File: src/csb_map.vh
`ifndef CSB_MAP_VH
`define CSB_MAP_VH
// ----------------------------------------
// Operation codes on op_in
// ----------------------------------------
`define CSB_OP_NONE 4'h0
`define CSB_OP_REG_COMPARE 4'h1
`define CSB_OP_REG_COMPARE_WITH_BORROW 4'h2
`define CSB_OP_IMMEDIATE_COMPARE 4'h3
`define CSB_OP_SKIP_ON_REG_BIT_LOW 4'h4
`define CSB_OP_SKIP_ON_REG_BIT_HIGH 4'h5
`define CSB_OP_SKIP_ON_IO_BIT_LOW 4'h6
`define CSB_OP_SKIP_ON_IO_BIT_HIGH 4'h7
`define CSB_OP_BRANCH_ON_FLAG_HIGH 4'h8
`define CSB_OP_BRANCH_ON_FLAG_LOW 4'h9
`define CSB_OP_BRANCH_ON_EQUAL 4'ha
`define CSB_OP_BRANCH_ON_UNEQUAL 4'hb
`define CSB_OP_BRANCH_ON_BORROW_HIGH 4'hc
`define CSB_OP_BRANCH_ON_BORROW_LOW 4'hd
`define CSB_OP_BRANCH_ON_UNSIGNED_GE 4'he
`define CSB_OP_BRANCH_ON_UNSIGNED_LT 4'hf
// ----------------------------------------
// Flag register bit positions
// ----------------------------------------
`define CSB_FLAG_C 0
`define CSB_FLAG_Z 1
`define CSB_FLAG_N 2
`define CSB_FLAG_V 3
`define CSB_FLAG_S 4
`define CSB_FLAG_H 5
// ----------------------------------------
// Reset values and cycle counts
// ----------------------------------------
`define CSB_FLAGS_RESET 8'h00
`define CSB_PC_RESET 16'h0000
`define CSB_CYC_PLAIN 2'h1
`define CSB_CYC_TAKEN 2'h2
`define CSB_CYC_SKIP_LONG 2'h3
`define CSB_PC_STEP 2'h1
`define CSB_SKIP_SHORT 2'h2
`define CSB_SKIP_LONG 2'h3
`endif

File: src/csb_compare_skip_branch_unit.v
`timescale 1ns/1ps
`include "csb_map.vh"
module csb_compare_skip_branch_unit #(
	parameter PC_W = 16
) (
	input wire clk_in,
	input wire srst_in,
	input wire start_in,
	input wire [3:0] op_in,
	input wire [7:0] dst_in,
	input wire [7:0] src_in,
	input wire [7:0] imm_in,
	input wire [7:0] io_in,
	input wire [2:0] bit_in,
	input wire [6:0] offset_in,
	input wire next_two_word_in,
	input wire [PC_W-1:0] pc_in,
	input wire [7:0] flags_in,
	output reg [PC_W-1:0] pc_out,
	output reg [7:0] flags_out,
	output reg flags_we_out,
	output reg done_out,
	output reg busy_out,
	output reg [1:0] cycles_out
);
// ----------------------------------------
// States
// ----------------------------------------
localparam ST_IDLE = 2'b01;
localparam ST_WAIT = 2'b10;
reg [1:0] state;
reg [1:0] remain;
reg [PC_W-1:0] pend_pc;
// ----------------------------------------
// Compare arithmetic, shared by all compares
// ----------------------------------------
// Nine-bit difference; bit 8 is the borrow out of the top bit
function [8:0] cmp_diff;
	input [7:0] a;
	input [7:0] b;
	input cin;
	begin
		cmp_diff = {1'b0, a} - {1'b0, b} - {8'h00, cin};
	end
endfunction
// Borrow out of bit 3
function half_borrow;
	input [7:0] a;
	input [7:0] b;
	input [7:0] d;
	begin
		half_borrow = (~a[3] & b[3]) | (b[3] & d[3]) | (d[3] & ~a[3]);
	end
endfunction
// Two's complement overflow of a minus b
function sub_overflow;
	input [7:0] a;
	input [7:0] b;
	input [7:0] d;
	begin
		sub_overflow = (a[7] & ~b[7] & ~d[7]) | (~a[7] & b[7] & d[7]);
	end
endfunction
function [7:0] cmp_flags;
	input [7:0] a;
	input [7:0] b;
	input cin;
	input keep_z;
	input [7:0] old;
	reg [8:0] d;
	reg [7:0] f;
	begin
		d = cmp_diff(a, b, cin);
		f = old;
		f[`CSB_FLAG_C] = d[8];
		f[`CSB_FLAG_H] = half_borrow(a, b, d[7:0]);
		f[`CSB_FLAG_N] = d[7];
		f[`CSB_FLAG_V] = sub_overflow(a, b, d[7:0]);
		// Borrow chain keeps Z only if it was already set, as multi-byte compare needs
		f[`CSB_FLAG_Z] = (d[7:0] == 8'h00) & (~keep_z | old[`CSB_FLAG_Z]);
		f[`CSB_FLAG_S] = f[`CSB_FLAG_N] ^ f[`CSB_FLAG_V];
		cmp_flags = f;
	end
endfunction
// ----------------------------------------
// Counter arithmetic
// ----------------------------------------
// Wraps at the top of the counter, as the core's own counter does
function [PC_W-1:0] pc_add;
	input [PC_W-1:0] base;
	input [PC_W-1:0] step;
	begin
		pc_add = base + step;
	end
endfunction
// Widen a small unsigned step to counter width
function [PC_W-1:0] pc_step;
	input [1:0] n;
	begin
		pc_step = {{(PC_W-2){1'b0}}, n};
	end
endfunction
// Sign-extend the seven-bit offset
function [PC_W-1:0] sext_offset;
	input [6:0] k;
	begin
		sext_offset = {{(PC_W-7){k[6]}}, k};
	end
endfunction
// Skips follow the length of what they pass over
function [1:0] cost_of;
	input skip;
	input taken;
	input two_word;
	begin
		if (!taken)
			cost_of = `CSB_CYC_PLAIN;
		else if (skip && two_word)
			cost_of = `CSB_CYC_SKIP_LONG;
		else
			cost_of = `CSB_CYC_TAKEN;
	end
endfunction
// ----------------------------------------
// Bit pick, shared by skips and flag branches
// ----------------------------------------
function pick_bit;
	input [7:0] v;
	input [2:0] sel;
	begin
		pick_bit = v[sel];
	end
endfunction
// ----------------------------------------
// Decode
// ----------------------------------------
reg is_cmp;
reg is_skip;
reg is_br;
reg cond;
reg [7:0] next_flags;
wire [1:0] skip_step = next_two_word_in ? `CSB_SKIP_LONG : `CSB_SKIP_SHORT;
wire [PC_W-1:0] pc_seq = pc_add(pc_in, pc_step(`CSB_PC_STEP));
wire [PC_W-1:0] pc_br = pc_add(pc_seq, sext_offset(offset_in));
wire [PC_W-1:0] pc_skip = pc_add(pc_in, pc_step(skip_step));
always @* begin
	is_cmp = 1'b0;
	is_skip = 1'b0;
	is_br = 1'b0;
	cond = 1'b0;
	next_flags = flags_in;
	case (op_in)
		`CSB_OP_REG_COMPARE: begin
			is_cmp = 1'b1;
			next_flags = cmp_flags(dst_in, src_in, 1'b0, 1'b0, flags_in);
		end
		`CSB_OP_REG_COMPARE_WITH_BORROW: begin
			is_cmp = 1'b1;
			next_flags = cmp_flags(dst_in, src_in, flags_in[`CSB_FLAG_C], 1'b1, flags_in);
		end
		`CSB_OP_IMMEDIATE_COMPARE: begin
			is_cmp = 1'b1;
			next_flags = cmp_flags(dst_in, imm_in, 1'b0, 1'b0, flags_in);
		end
		`CSB_OP_SKIP_ON_REG_BIT_LOW: begin
			is_skip = 1'b1;
			cond = ~pick_bit(src_in, bit_in);
		end
		`CSB_OP_SKIP_ON_REG_BIT_HIGH: begin
			is_skip = 1'b1;
			cond = pick_bit(src_in, bit_in);
		end
		`CSB_OP_SKIP_ON_IO_BIT_LOW: begin
			is_skip = 1'b1;
			cond = ~pick_bit(io_in, bit_in);
		end
		`CSB_OP_SKIP_ON_IO_BIT_HIGH: begin
			is_skip = 1'b1;
			cond = pick_bit(io_in, bit_in);
		end
		`CSB_OP_BRANCH_ON_FLAG_HIGH: begin
			is_br = 1'b1;
			cond = pick_bit(flags_in, bit_in);
		end
		`CSB_OP_BRANCH_ON_FLAG_LOW: begin
			is_br = 1'b1;
			cond = ~pick_bit(flags_in, bit_in);
		end
		`CSB_OP_BRANCH_ON_EQUAL: begin
			is_br = 1'b1;
			cond = flags_in[`CSB_FLAG_Z];
		end
		`CSB_OP_BRANCH_ON_UNEQUAL: begin
			is_br = 1'b1;
			cond = ~flags_in[`CSB_FLAG_Z];
		end
		`CSB_OP_BRANCH_ON_BORROW_HIGH, `CSB_OP_BRANCH_ON_UNSIGNED_LT: begin
			is_br = 1'b1;
			cond = flags_in[`CSB_FLAG_C];
		end
		`CSB_OP_BRANCH_ON_BORROW_LOW, `CSB_OP_BRANCH_ON_UNSIGNED_GE: begin
			is_br = 1'b1;
			cond = ~flags_in[`CSB_FLAG_C];
		end
		default: begin
			cond = 1'b0;
		end
	endcase
end
// ----------------------------------------
// Outcome and cycle cost
// ----------------------------------------
reg [PC_W-1:0] next_pc;
reg [1:0] next_cycles;
always @* begin
	next_pc = pc_seq;
	next_cycles = cost_of(is_skip, 1'b0, next_two_word_in);
	if (is_skip && cond) begin
		next_pc = pc_skip;
		next_cycles = cost_of(1'b1, 1'b1, next_two_word_in);
	end else if (is_br && cond) begin
		next_pc = pc_br;
		next_cycles = cost_of(1'b0, 1'b1, next_two_word_in);
	end
end
// ----------------------------------------
// Accept
// ----------------------------------------
// Requests while waiting are dropped without any sign
wire accept = start_in & (state == ST_IDLE);
// ----------------------------------------
// Sequencer
// ----------------------------------------
// The new counter is held until the last cycle so the core sees one clean commit
always @(posedge clk_in) begin
	if (srst_in) begin
		state <= ST_IDLE;
		remain <= 2'h0;
		pend_pc <= `CSB_PC_RESET;
		pc_out <= `CSB_PC_RESET;
		flags_we_out <= 1'b0;
		done_out <= 1'b0;
		busy_out <= 1'b0;
	end else begin
		done_out <= 1'b0;
		flags_we_out <= 1'b0;
		case (state)
			ST_IDLE: begin
				if (accept) begin
					if (next_cycles == `CSB_CYC_PLAIN) begin
						pc_out <= next_pc;
						done_out <= 1'b1;
						flags_we_out <= is_cmp;
					end else begin
						pend_pc <= next_pc;
						remain <= next_cycles - 2'h1;
						busy_out <= 1'b1;
						state <= ST_WAIT;
					end
				end
			end
			ST_WAIT: begin
				if (remain == 2'h1) begin
					pc_out <= pend_pc;
					done_out <= 1'b1;
					busy_out <= 1'b0;
					state <= ST_IDLE;
				end
				remain <= remain - 2'h1;
			end
			default: begin
				state <= ST_IDLE;
				busy_out <= 1'b0;
			end
		endcase
	end
end
// ----------------------------------------
// Result registers
// ----------------------------------------
// Loaded at accept only; they stand until the next accept
always @(posedge clk_in) begin
	if (srst_in) begin
		cycles_out <= 2'h0;
		flags_out <= `CSB_FLAGS_RESET;
	end else if (accept) begin
		cycles_out <= next_cycles;
		flags_out <= next_flags;
	end
end
endmodule

File: config.mk
export PLATFORM = sky130hd
export DESIGN_NAME = csb_compare_skip_branch_unit
export DESIGN_NICKNAME = d
export VERILOG_FILES = /design/src/csb_compare_skip_branch_unit.v
export VERILOG_INCLUDE_DIRS = /design/src
export SDC_FILE = /design/constraint.sdc
export NUM_CORES = 1
export LEC_CHECK = 0
export BUFFER_PORTS_ARGS = -buffer_cell sky130_fd_sc_hd__buf_2
export CAP_MARGIN = 20
export CORE_ASPECT_RATIO = 0.7
export CORE_UTILIZATION = 50
export DETAILED_ROUTE_END_ITERATION = 16
export GPL_ROUTABILITY_DRIVEN = 0
export PLACE_DENSITY = 0.8
export SLEW_MARGIN = 20
export SYNTH_ARGS = -nofsm -noshare
export SYNTH_HDL_FRONTEND = slang
export SYNTH_SLANG_ARGS = --single-unit
File: constraint.sdc
create_clock -name clk_in -period 7.85 [get_ports clk_in]
set_input_delay 0.3925 -clock clk_in [delete_from_list [all_inputs] [get_ports clk_in]]
set_output_delay 0.3925 -clock clk_in [all_outputs]
set_load 0.02 [all_outputs]
==> results.md, run 1 <==
* Status: finished, final reports clean
* DIE WIDTH at 121 um
* Die Ht at 85.3 um
* ANT cells at 0
* Crit-path max cell delay at 0.53 ns
* MaxCap Viol Count at 0
* Initial antenna violation count at 0
* Dpl hpwl at 11700 um
* Worst-path cell chain: buf_2 > and3_1 > nand3_1 > nor3_1 > xnor2_1 > ha_1 > and3_1 > a221o_1 > a311oi_1 > a21oi_1 > xor2_1 > nand4_1 > o311a_1 > or4_1 > nand3_1
* Initial Utilization at 51.4%
* Final hold viol count at 0
* TritonCTS clock tree: yes
* Library cells used by synthesis at 65
* ANT nets after route at 0
* Setup TNS at 0 ns
* Overflow after GRT at 0
* Worst-path maximum fanout at 9
* Num CTS Buffers at 5
* M3 GR Usage at 7.26%
* FF/Latch Area at 961 um^2
* Num Clock Sinks at 48
* Fin crit period at 3.88 ns
* Worst clock skew at 0.00438 ns
* GRT busiest layer: met1
* Synth Instances at 653
* Hold_buf cts at 0
* Final core area utilization at 59.1%
* Final Setup Violations at 0
* Pwr Density at 179 nW/um^2
* Post-CTS resize count at 0
* Core footprint at 9650 um^2
* Grt met2 use at 40.9%
* Number of global-route vias before repair at 4733
* Worst Setup Start Kind: primary input
* CP Data Required Time at 8.08 ns
* DRC at 0
* Worst-path clk slew at 0.06 ns
* Wire length per cell at 17.0 um
* Number of I/O pins at 103
* Worst hold path depth at 3
* Share of cells above drive strength 1 at 17.8%
* Number of synthesized flops with an enable pin at 0
* DR iter-0 viols at 663
* Yosys reg bits at 48
* Leak at 2.56 nW
* Worst Hold Path EP: pend_pc[15]
* Worst setup EP type: flip-flop
* R2R cell count at 7
* Synth-to-Final Area Change at 15.0%
* Vias post-DR at 5347
* H-tree depth at 2
* Syn_nets at 776
* Multi-input gate area at 3740 um^2
* Slew Viols, Final at 0
* Hold path start: pc_in[15]
* # fillers at 863
* Final period utilization at 49.4%
* Total setup buffers inserted after CTS at 0
* Most common cell after layout, fill and taps aside: buf_2
* Slowest CP cell: nor3_1
* GRT Util Overall at 28.8%
* Core Rows at 30
* Met1 GRT Util at 43.1%
* Sequential area share after synthesis at 19.4%
* Reg2reg setup slack at 5.05 ns
* Async set-reset flop share out of synthesis at 0%
* Worst R2R End: pc_out[15]
* First-pass GRT wire length at 23700 um
* Avg Inst Size Synth at 7.60 um^2
* Reg2reg start: busy_out
* Maximum vdd drop at 0.0000875 V
* Most common flop cell mapped by yosys: dfxtp_1
* Most frequent cells in the layout: 102 x buf_2, 65 x nor2_1, 62 x a21oi_1, 56 x nand2_1, 48 x dfxtp_1
* Slew HR at 33.0%
* Die area at 10300 um^2
* Min-Delay Path Class: primary input to flip-flop
* Routed vias/inst at 6.16
* DR pass1 iterations at 6
* Largest net degree at the start of global routing at 34
* Worst slew pin tran at 1.00 ns
* Clk_lat worst skew at 0.29 ns
* Worst path arrival time at 4.10 ns
* Crit Path Class: primary input to flip-flop
* Fin nets at 862
* RSZ-0062 raised after global routing: no
* Routed WL at 14700 um
* Clk buf depth at 2
* Cell area after synthesis at 4960 um^2
* Fmax at 0.258 GHz
* CTS root buffer: clkbuf_16
* Yosys warning count at 0
* Input/output buffers at 102
## cell usage after synthesis, types with 16 or more instances
| library cell | n | area (um^2) |
|---|---|---|
| inv_1 | 40 | 150 |
| xnor2_1 | 26 | 228 |
| ha_1 | 44 | 551 |
| nand2_1 | 56 | 210 |
| o21ai_0 | 46 | 230 |
| xor2_1 | 16 | 140 |
| nand3_1 | 20 | 100 |
| mux2i_1 | 19 | 190 |
| a21oi_1 | 62 | 310 |
| nor2_1 | 65 | 244 |
| nor3_1 | 20 | 100 |
| dfxtp_1 | 48 | 961 |
## stage by stage
| stage | hold slack (ns) | area (um^2) | worst slack (ns) | power, mW | cells |
|---|---|---|---|---|---|
| after floorplan | 0.436 | 4960 | 4.24 | 0.632 | 653 |
| after global placement | 0.439 | 5540 | 3.94 | 0.754 | 860 |
| after detailed placement | 0.442 | 5540 | 3.79 | 0.771 | 860 |
| after CTS | 0.429 | 5710 | 4.06 | 1.01 | 868 |
| after global routing | 0.448 | 5710 | 3.77 | 1.08 | 868 |
| final | 0.435 | 5710 | 3.97 | 1.02 | 868 |
## power by group
| group | switching [mW] | internal [mW] | total (mW) |
|---|---|---|---|
| combinational | 0.293 | 0.177 | 0.470 |
| sequential | 0.0228 | 0.286 | 0.308 |
| clock | 0.0915 | 0.150 | 0.241 |
## worst max-delay path by stage
| stage | slack, ns | startpoint | cells past startpoint | end |
|---|---|---|---|---|
| after floorplan | 4.24 | pc_in[2] | 14 | pend_pc[15] |
| after CTS | 4.06 | pc_in[2] | 14 | pend_pc[15] |
| after detailed placement | 3.79 | pc_in[2] | 14 | pend_pc[15] |
| after global placement | 3.94 | bit_in[1] | 15 | pc_out[15] |
| after global routing | 3.77 | pc_in[2] | 15 | pend_pc[15] |
| final | 3.97 | pc_in[2] | 15 | pend_pc[15] |
## layout make-up
type,instances,share of cell area (%)
Clock buffer,5,2.19
Clock inverter,3,0.746
Inverter,41,2.74
Multi-Input combinational cell,540,65.6
Sequential cell,48,16.8
Tap cell,128,2.81
Timing Repair Buffer,103,9.08
## critical path: cells and delay by family
kind,cells,cell delay (ns)
AOI/OAI and AO/OA,4,0.94
and+or+nand+nor,7,1.88
xor gates and xnor gates,2,0.37
adders and majority gates,1,0.36
buffers and inverters,1,0.17
## flip-flops by register name (all words and copies together), names as in the netlist
register      cells
pc_out           16
pend_pc          16
flags_out         8
cycles_out        2
remain            2
busy_out          1
done_out          1
flags_we_out      1
state             1
## metal layers
layer  vias to the layer above  wire [um]
li1                       2564          -
met1                      2483       6730
met2                       274       6150
met3                        26       1630
met4                         0        226
met5                         -          0
## kinds of logic (layout without fill, tap and decap cells)
group,after synthesis,after routing,share of synthesized area (%)
AOI/OAI and AO/OA,200,200,25.6
buffers and inverters,65,152,5.27
xor gates and xnor gates,42,42,7.42
adders and majority gates,49,49,13.1
muxes,28,28,7.32
DFF,48,48,19.4
and+or+nand+nor,221,221,21.9
Note: power is estimated with default switching activity, not from simulation.
==> inputs of run 2 (changes only) <==
--- a/config.mk
+++ b/config.mk
@@ -6,13 +6,14 @@
 export SDC_FILE = /design/constraint.sdc
 export NUM_CORES = 1
 export LEC_CHECK = 0
+export ABC_AREA = 1
 export BUFFER_PORTS_ARGS = -buffer_cell sky130_fd_sc_hd__buf_2
 export CAP_MARGIN = 20
 export CORE_ASPECT_RATIO = 0.7
 export CORE_UTILIZATION = 50
 export DETAILED_ROUTE_END_ITERATION = 16
 export GPL_ROUTABILITY_DRIVEN = 0
-export PLACE_DENSITY = 0.8
+export PLACE_DENSITY = 0.79
 export SLEW_MARGIN = 20
 export SYNTH_ARGS = -nofsm -noshare
 export SYNTH_HDL_FRONTEND = slang
==> constraint.sdc (replaced) <==
create_clock -name clk_in -period 3.6 [get_ports clk_in]
set_input_delay 0.18 -clock clk_in [delete_from_list [all_inputs] [get_ports clk_in]]
set_output_delay 0.18 -clock clk_in [all_outputs]
set_load 0.02 [all_outputs]
==> run 2 against run 1 <==
Via count grew 15%. Sequential share of layout area shrank 1.7 points. Core utilization shrank 1.7 points. Critical path depth grew 9. Non-clock buffer count is 5 higher. Combinational power rose to 3.3 times the previous value. Largest power group unchanged. Critical path type unchanged. Synthesized cell count rose by 43%.
==> results.md, run 2 <==
* Final period utilization at 80.4%
* Number of synthesized flops with an enable pin at 0 (unchanged)
* Die area at 11800 um^2 (+14%)
* Hold path start: flags_in[6]
* Largest registers: pc_out x16, pend_pc x16, flags_out x8
* DR iter-0 viols at 590 (-11%)
* Register share of total power at 27.7% (-2.5 points)
* Routed vias/inst at 5.21 (-15%)
* CP Launch Point: pc_in[2]
* Dpl hpwl at 12200 um (+3.8%)
* Status: finished, final reports clean
* Fin nets at 1147 (+33%)
* Clk_lat worst skew at 0.29 ns (about the same)
* Crit-path max cell delay at 0.35 ns (-0.18 ns)
* Hold_buf cts at 0 (unchanged)
* Total setup buffers inserted after CTS at 0 (unchanged)
* Crit Path Class: primary input to flip-flop
* Synth top area share at 16.9% (-2.4 points)
* ANT cells at 0 (unchanged)
* Worst setup EP type: flip-flop
* Synth Instances at 935 (+43%)
* Worst Setup Start Kind: primary input
* Initial Utilization at 51.5% (+0.12 points)
* Worst slew pin tran at 0.691 ns (-0.311 ns)
* Share of cells above drive strength 1 at 13.8% (-4.1 points)
* CTS root buffer: clkbuf_16
* Yosys warning count at 0 (unchanged)
* MaxCap Viol Count at 0 (unchanged)
* Maximum vdd drop at 0.000360 V (+310%)
* Commonest cells in the netlist: 245 x nand2_1, 151 x inv_1, 111 x nand3_1, 86 x nor2_1, 62 x a21oi_1
* Count leader, synth: nand2_1
* Async set-reset flop share out of synthesis at 0% (unchanged)
* Routed WL at 15200 um (+3.0%)
* Clock power share at 16.4% (-7.2 points)
* DR pass1 iterations at 6 (unchanged)
* Slew Viols, Final at 0 (unchanged)
* Worst path arrival time at 3.05 ns (-1.05 ns)
* Min-Delay Path Class: primary input to flip-flop
* TritonCTS clock tree: yes
* Most frequent cells in the layout: 245 x nand2_1, 151 x inv_1, 111 x nand3_1, 102 x buf_2, 85 x nor2_1
* Leak at 3.55 nW (+38%)
* Dominant cells by area after synthesis: dfxtp_1 17%, nand2_1 16%, inv_1 10%
* Synth-to-Final Area Change at 11.5%
* Number of I/O pins at 103 (unchanged)
* GRT Util Overall at 26.3% (-2.5 points)
* RSZ-0062 raised after global routing: no
* # fillers at 1076 (+25%)
* Core Rows at 32 (+6.7%)
* Yosys reg bits at 48 (unchanged)
* Num CTS Buffers at 5 (unchanged)
* Slowest CP cell: ha_1
* Input/output buffers at 102 (unchanged)
* Number of global-route vias before repair at 5428 (+15%)
* Final hold viol count at 0 (unchanged)
* Hold WS at 0.160 ns (-0.275 ns)
* Sequential area share after synthesis at 16.9% (-2.4 points)
* Most common flop cell mapped by yosys: dfxtp_1
* Largest net degree at the start of global routing at 36 (+5.9%)
* CP most frequent cell: nand2_1
* Setup TNS at 0 ns (unchanged)
* Cell area after synthesis at 5670 um^2 (+14%)
* Pwr Density at 441 nW/um^2 (+150%)
* Reg2reg start: busy_out
* Vias post-DR at 6141 (+15%)
* Avg Inst Size Synth at 6.07 um^2 (-20%)
* Clk buf depth at 2 (unchanged)
* Syn_nets at 1058 (+36%)
* Die Ht at 91.1 um (+6.8%)
* Initial antenna violation count at 0 (unchanged)
* ANT nets after route at 0 (unchanged)
* Slew HR at 53.9% (+21 points)
* H-tree depth at 2 (unchanged)
* Core footprint at 11000 um^2 (+14%)
* Top cell type by total area after synthesis: dfxtp_1
* DIE WIDTH at 129 um (+6.8%)
* Fin crit period at 2.90 ns
* CP Data Required Time at 3.75 ns (-4.33 ns)
* Overflow after GRT at 0 (unchanged)
* Worst clock skew at 0.00347 ns (-0.000908 ns)
* Worst-path maximum fanout at 6 (-3)
* Sw Share at 45.9% (+6.0 points)
* Sw power at 1.28 mW (+210%)
* Num Clock Sinks at 48 (unchanged)
* Fmax at 0.345 GHz
* Final Setup Violations at 0 (unchanged)
* Post-CTS resize count at 0 (unchanged)
* Worst-path cell chain: buf_2 > nand2_1 > nor2_1 > nand2_1 > nor2_1 > inv_1 > nor4_2 > xor2_1 > inv_1 > ha_1 > nand2_1 > inv_1 > a21oi_1 > nand2_1 > a21oi_1 > inv_1 > nand2_1 > nand2_1 > nand3_1 > nand2_1 > nand2_1 > nand3_1 > nand2_1 > a21oi_1
* Most common cell after layout, fill and taps aside: nand2_1
* Worst-path clk slew at 0.06 ns (about the same)
* Internal at 1.51 mW (+150%)
* DRC at 0 (unchanged)
* Combinational fraction of design power at 55.9% (+9.8 points)
* First-pass GRT wire length at 25200 um (+6.1%)
* Wire length per cell at 12.9 um (-24%)
* Library cells used by synthesis at 45 (-31%)
-- run 2: logic make-up after synthesis --
family	after synthesis	share of synthesized area, %
AOI/OAI and AO/OA	122	12.1
xor gates and xnor gates	36	5.69
adders and majority gates	49	11.5
buffers and inverters	180	14.7
DFF	48	16.9
and+or+nand+nor	500	39.1
-- run 2: final timing paths --
check / slack [ns] / depth (start not counted) / to
setup / recovery: 0.70 / 24 / pc_out[15]
hold / removal: 0.16 / 3 / flags_out[6]
setup reg to reg: 1.76 / 8 / pend_pc[7]
hold reg to reg: 0.46 / 2 / pc_out[1]
-- run 2: routing by layer --
| metal | vias to the layer above | track usage (%) | share of wire, % |
|---|---|---|---|
| met5 | - | 0 | 0 |
| met4 | 0 | 4.61 | 1.3 |
| met3 | 19 | 4.42 | 9.8 |
| met2 | 263 | 39.6 | 41 |
| met1 | 2671 | 39.1 | 48 |
| li1 | 3188 | - | - |
-- run 2: power groups by stage --
stage	logic (mW)	clock network (mW)	registers [mW]
5_1_grt	1.77	0.496	0.789
3_5_place_dp	1.54	0	0.781
2_1_floorplan	1.05	0	0.907
4_1_cts	1.55	0.470	0.773
3_3_place_gp	1.52	0	0.782
6_report	1.56	0.457	0.773
-- run 2: worst max-delay path, delay by kind of cell --
kind / cells / cell delay, ns
simple gates: 14 / 1.51
buf+inv: 5 / 0.41
compound gates: 3 / 0.39
fa+ha+maj: 1 / 0.35
xor+xnor: 1 / 0.21
-- run 2: layout make-up --
cell class | count | area, um^2 | area share [%]
clock inverters | 2 | 16.3 | 0.257
inverters | 154 | 578 | 9.14
multi-input cells | 707 | 3880 | 61.4
well taps | 153 | 191 | 3.03
repair buffers | 108 | 568 | 8.98
flip-flops and latches | 48 | 961 | 15.2
clock buffers | 6 | 129 | 2.04
-- run 2: through the flow --
stage | utilization (%) | cell area (um^2) | std cells | setup slack [ns] | power, mW
after global routing | 57.5 | 6330 | 1178 | 0.406 | 3.06
after global placement | 56.1 | 6180 | 1170 | 0.530 | 2.31
final | 57.5 | 6330 | 1178 | 0.704 | 2.79
after CTS | 57.5 | 6330 | 1178 | 0.767 | 2.80
after floorplan | - | 5670 | 935 | 0.937 | 1.96
after detailed placement | 56.1 | 6180 | 1170 | 0.467 | 2.32
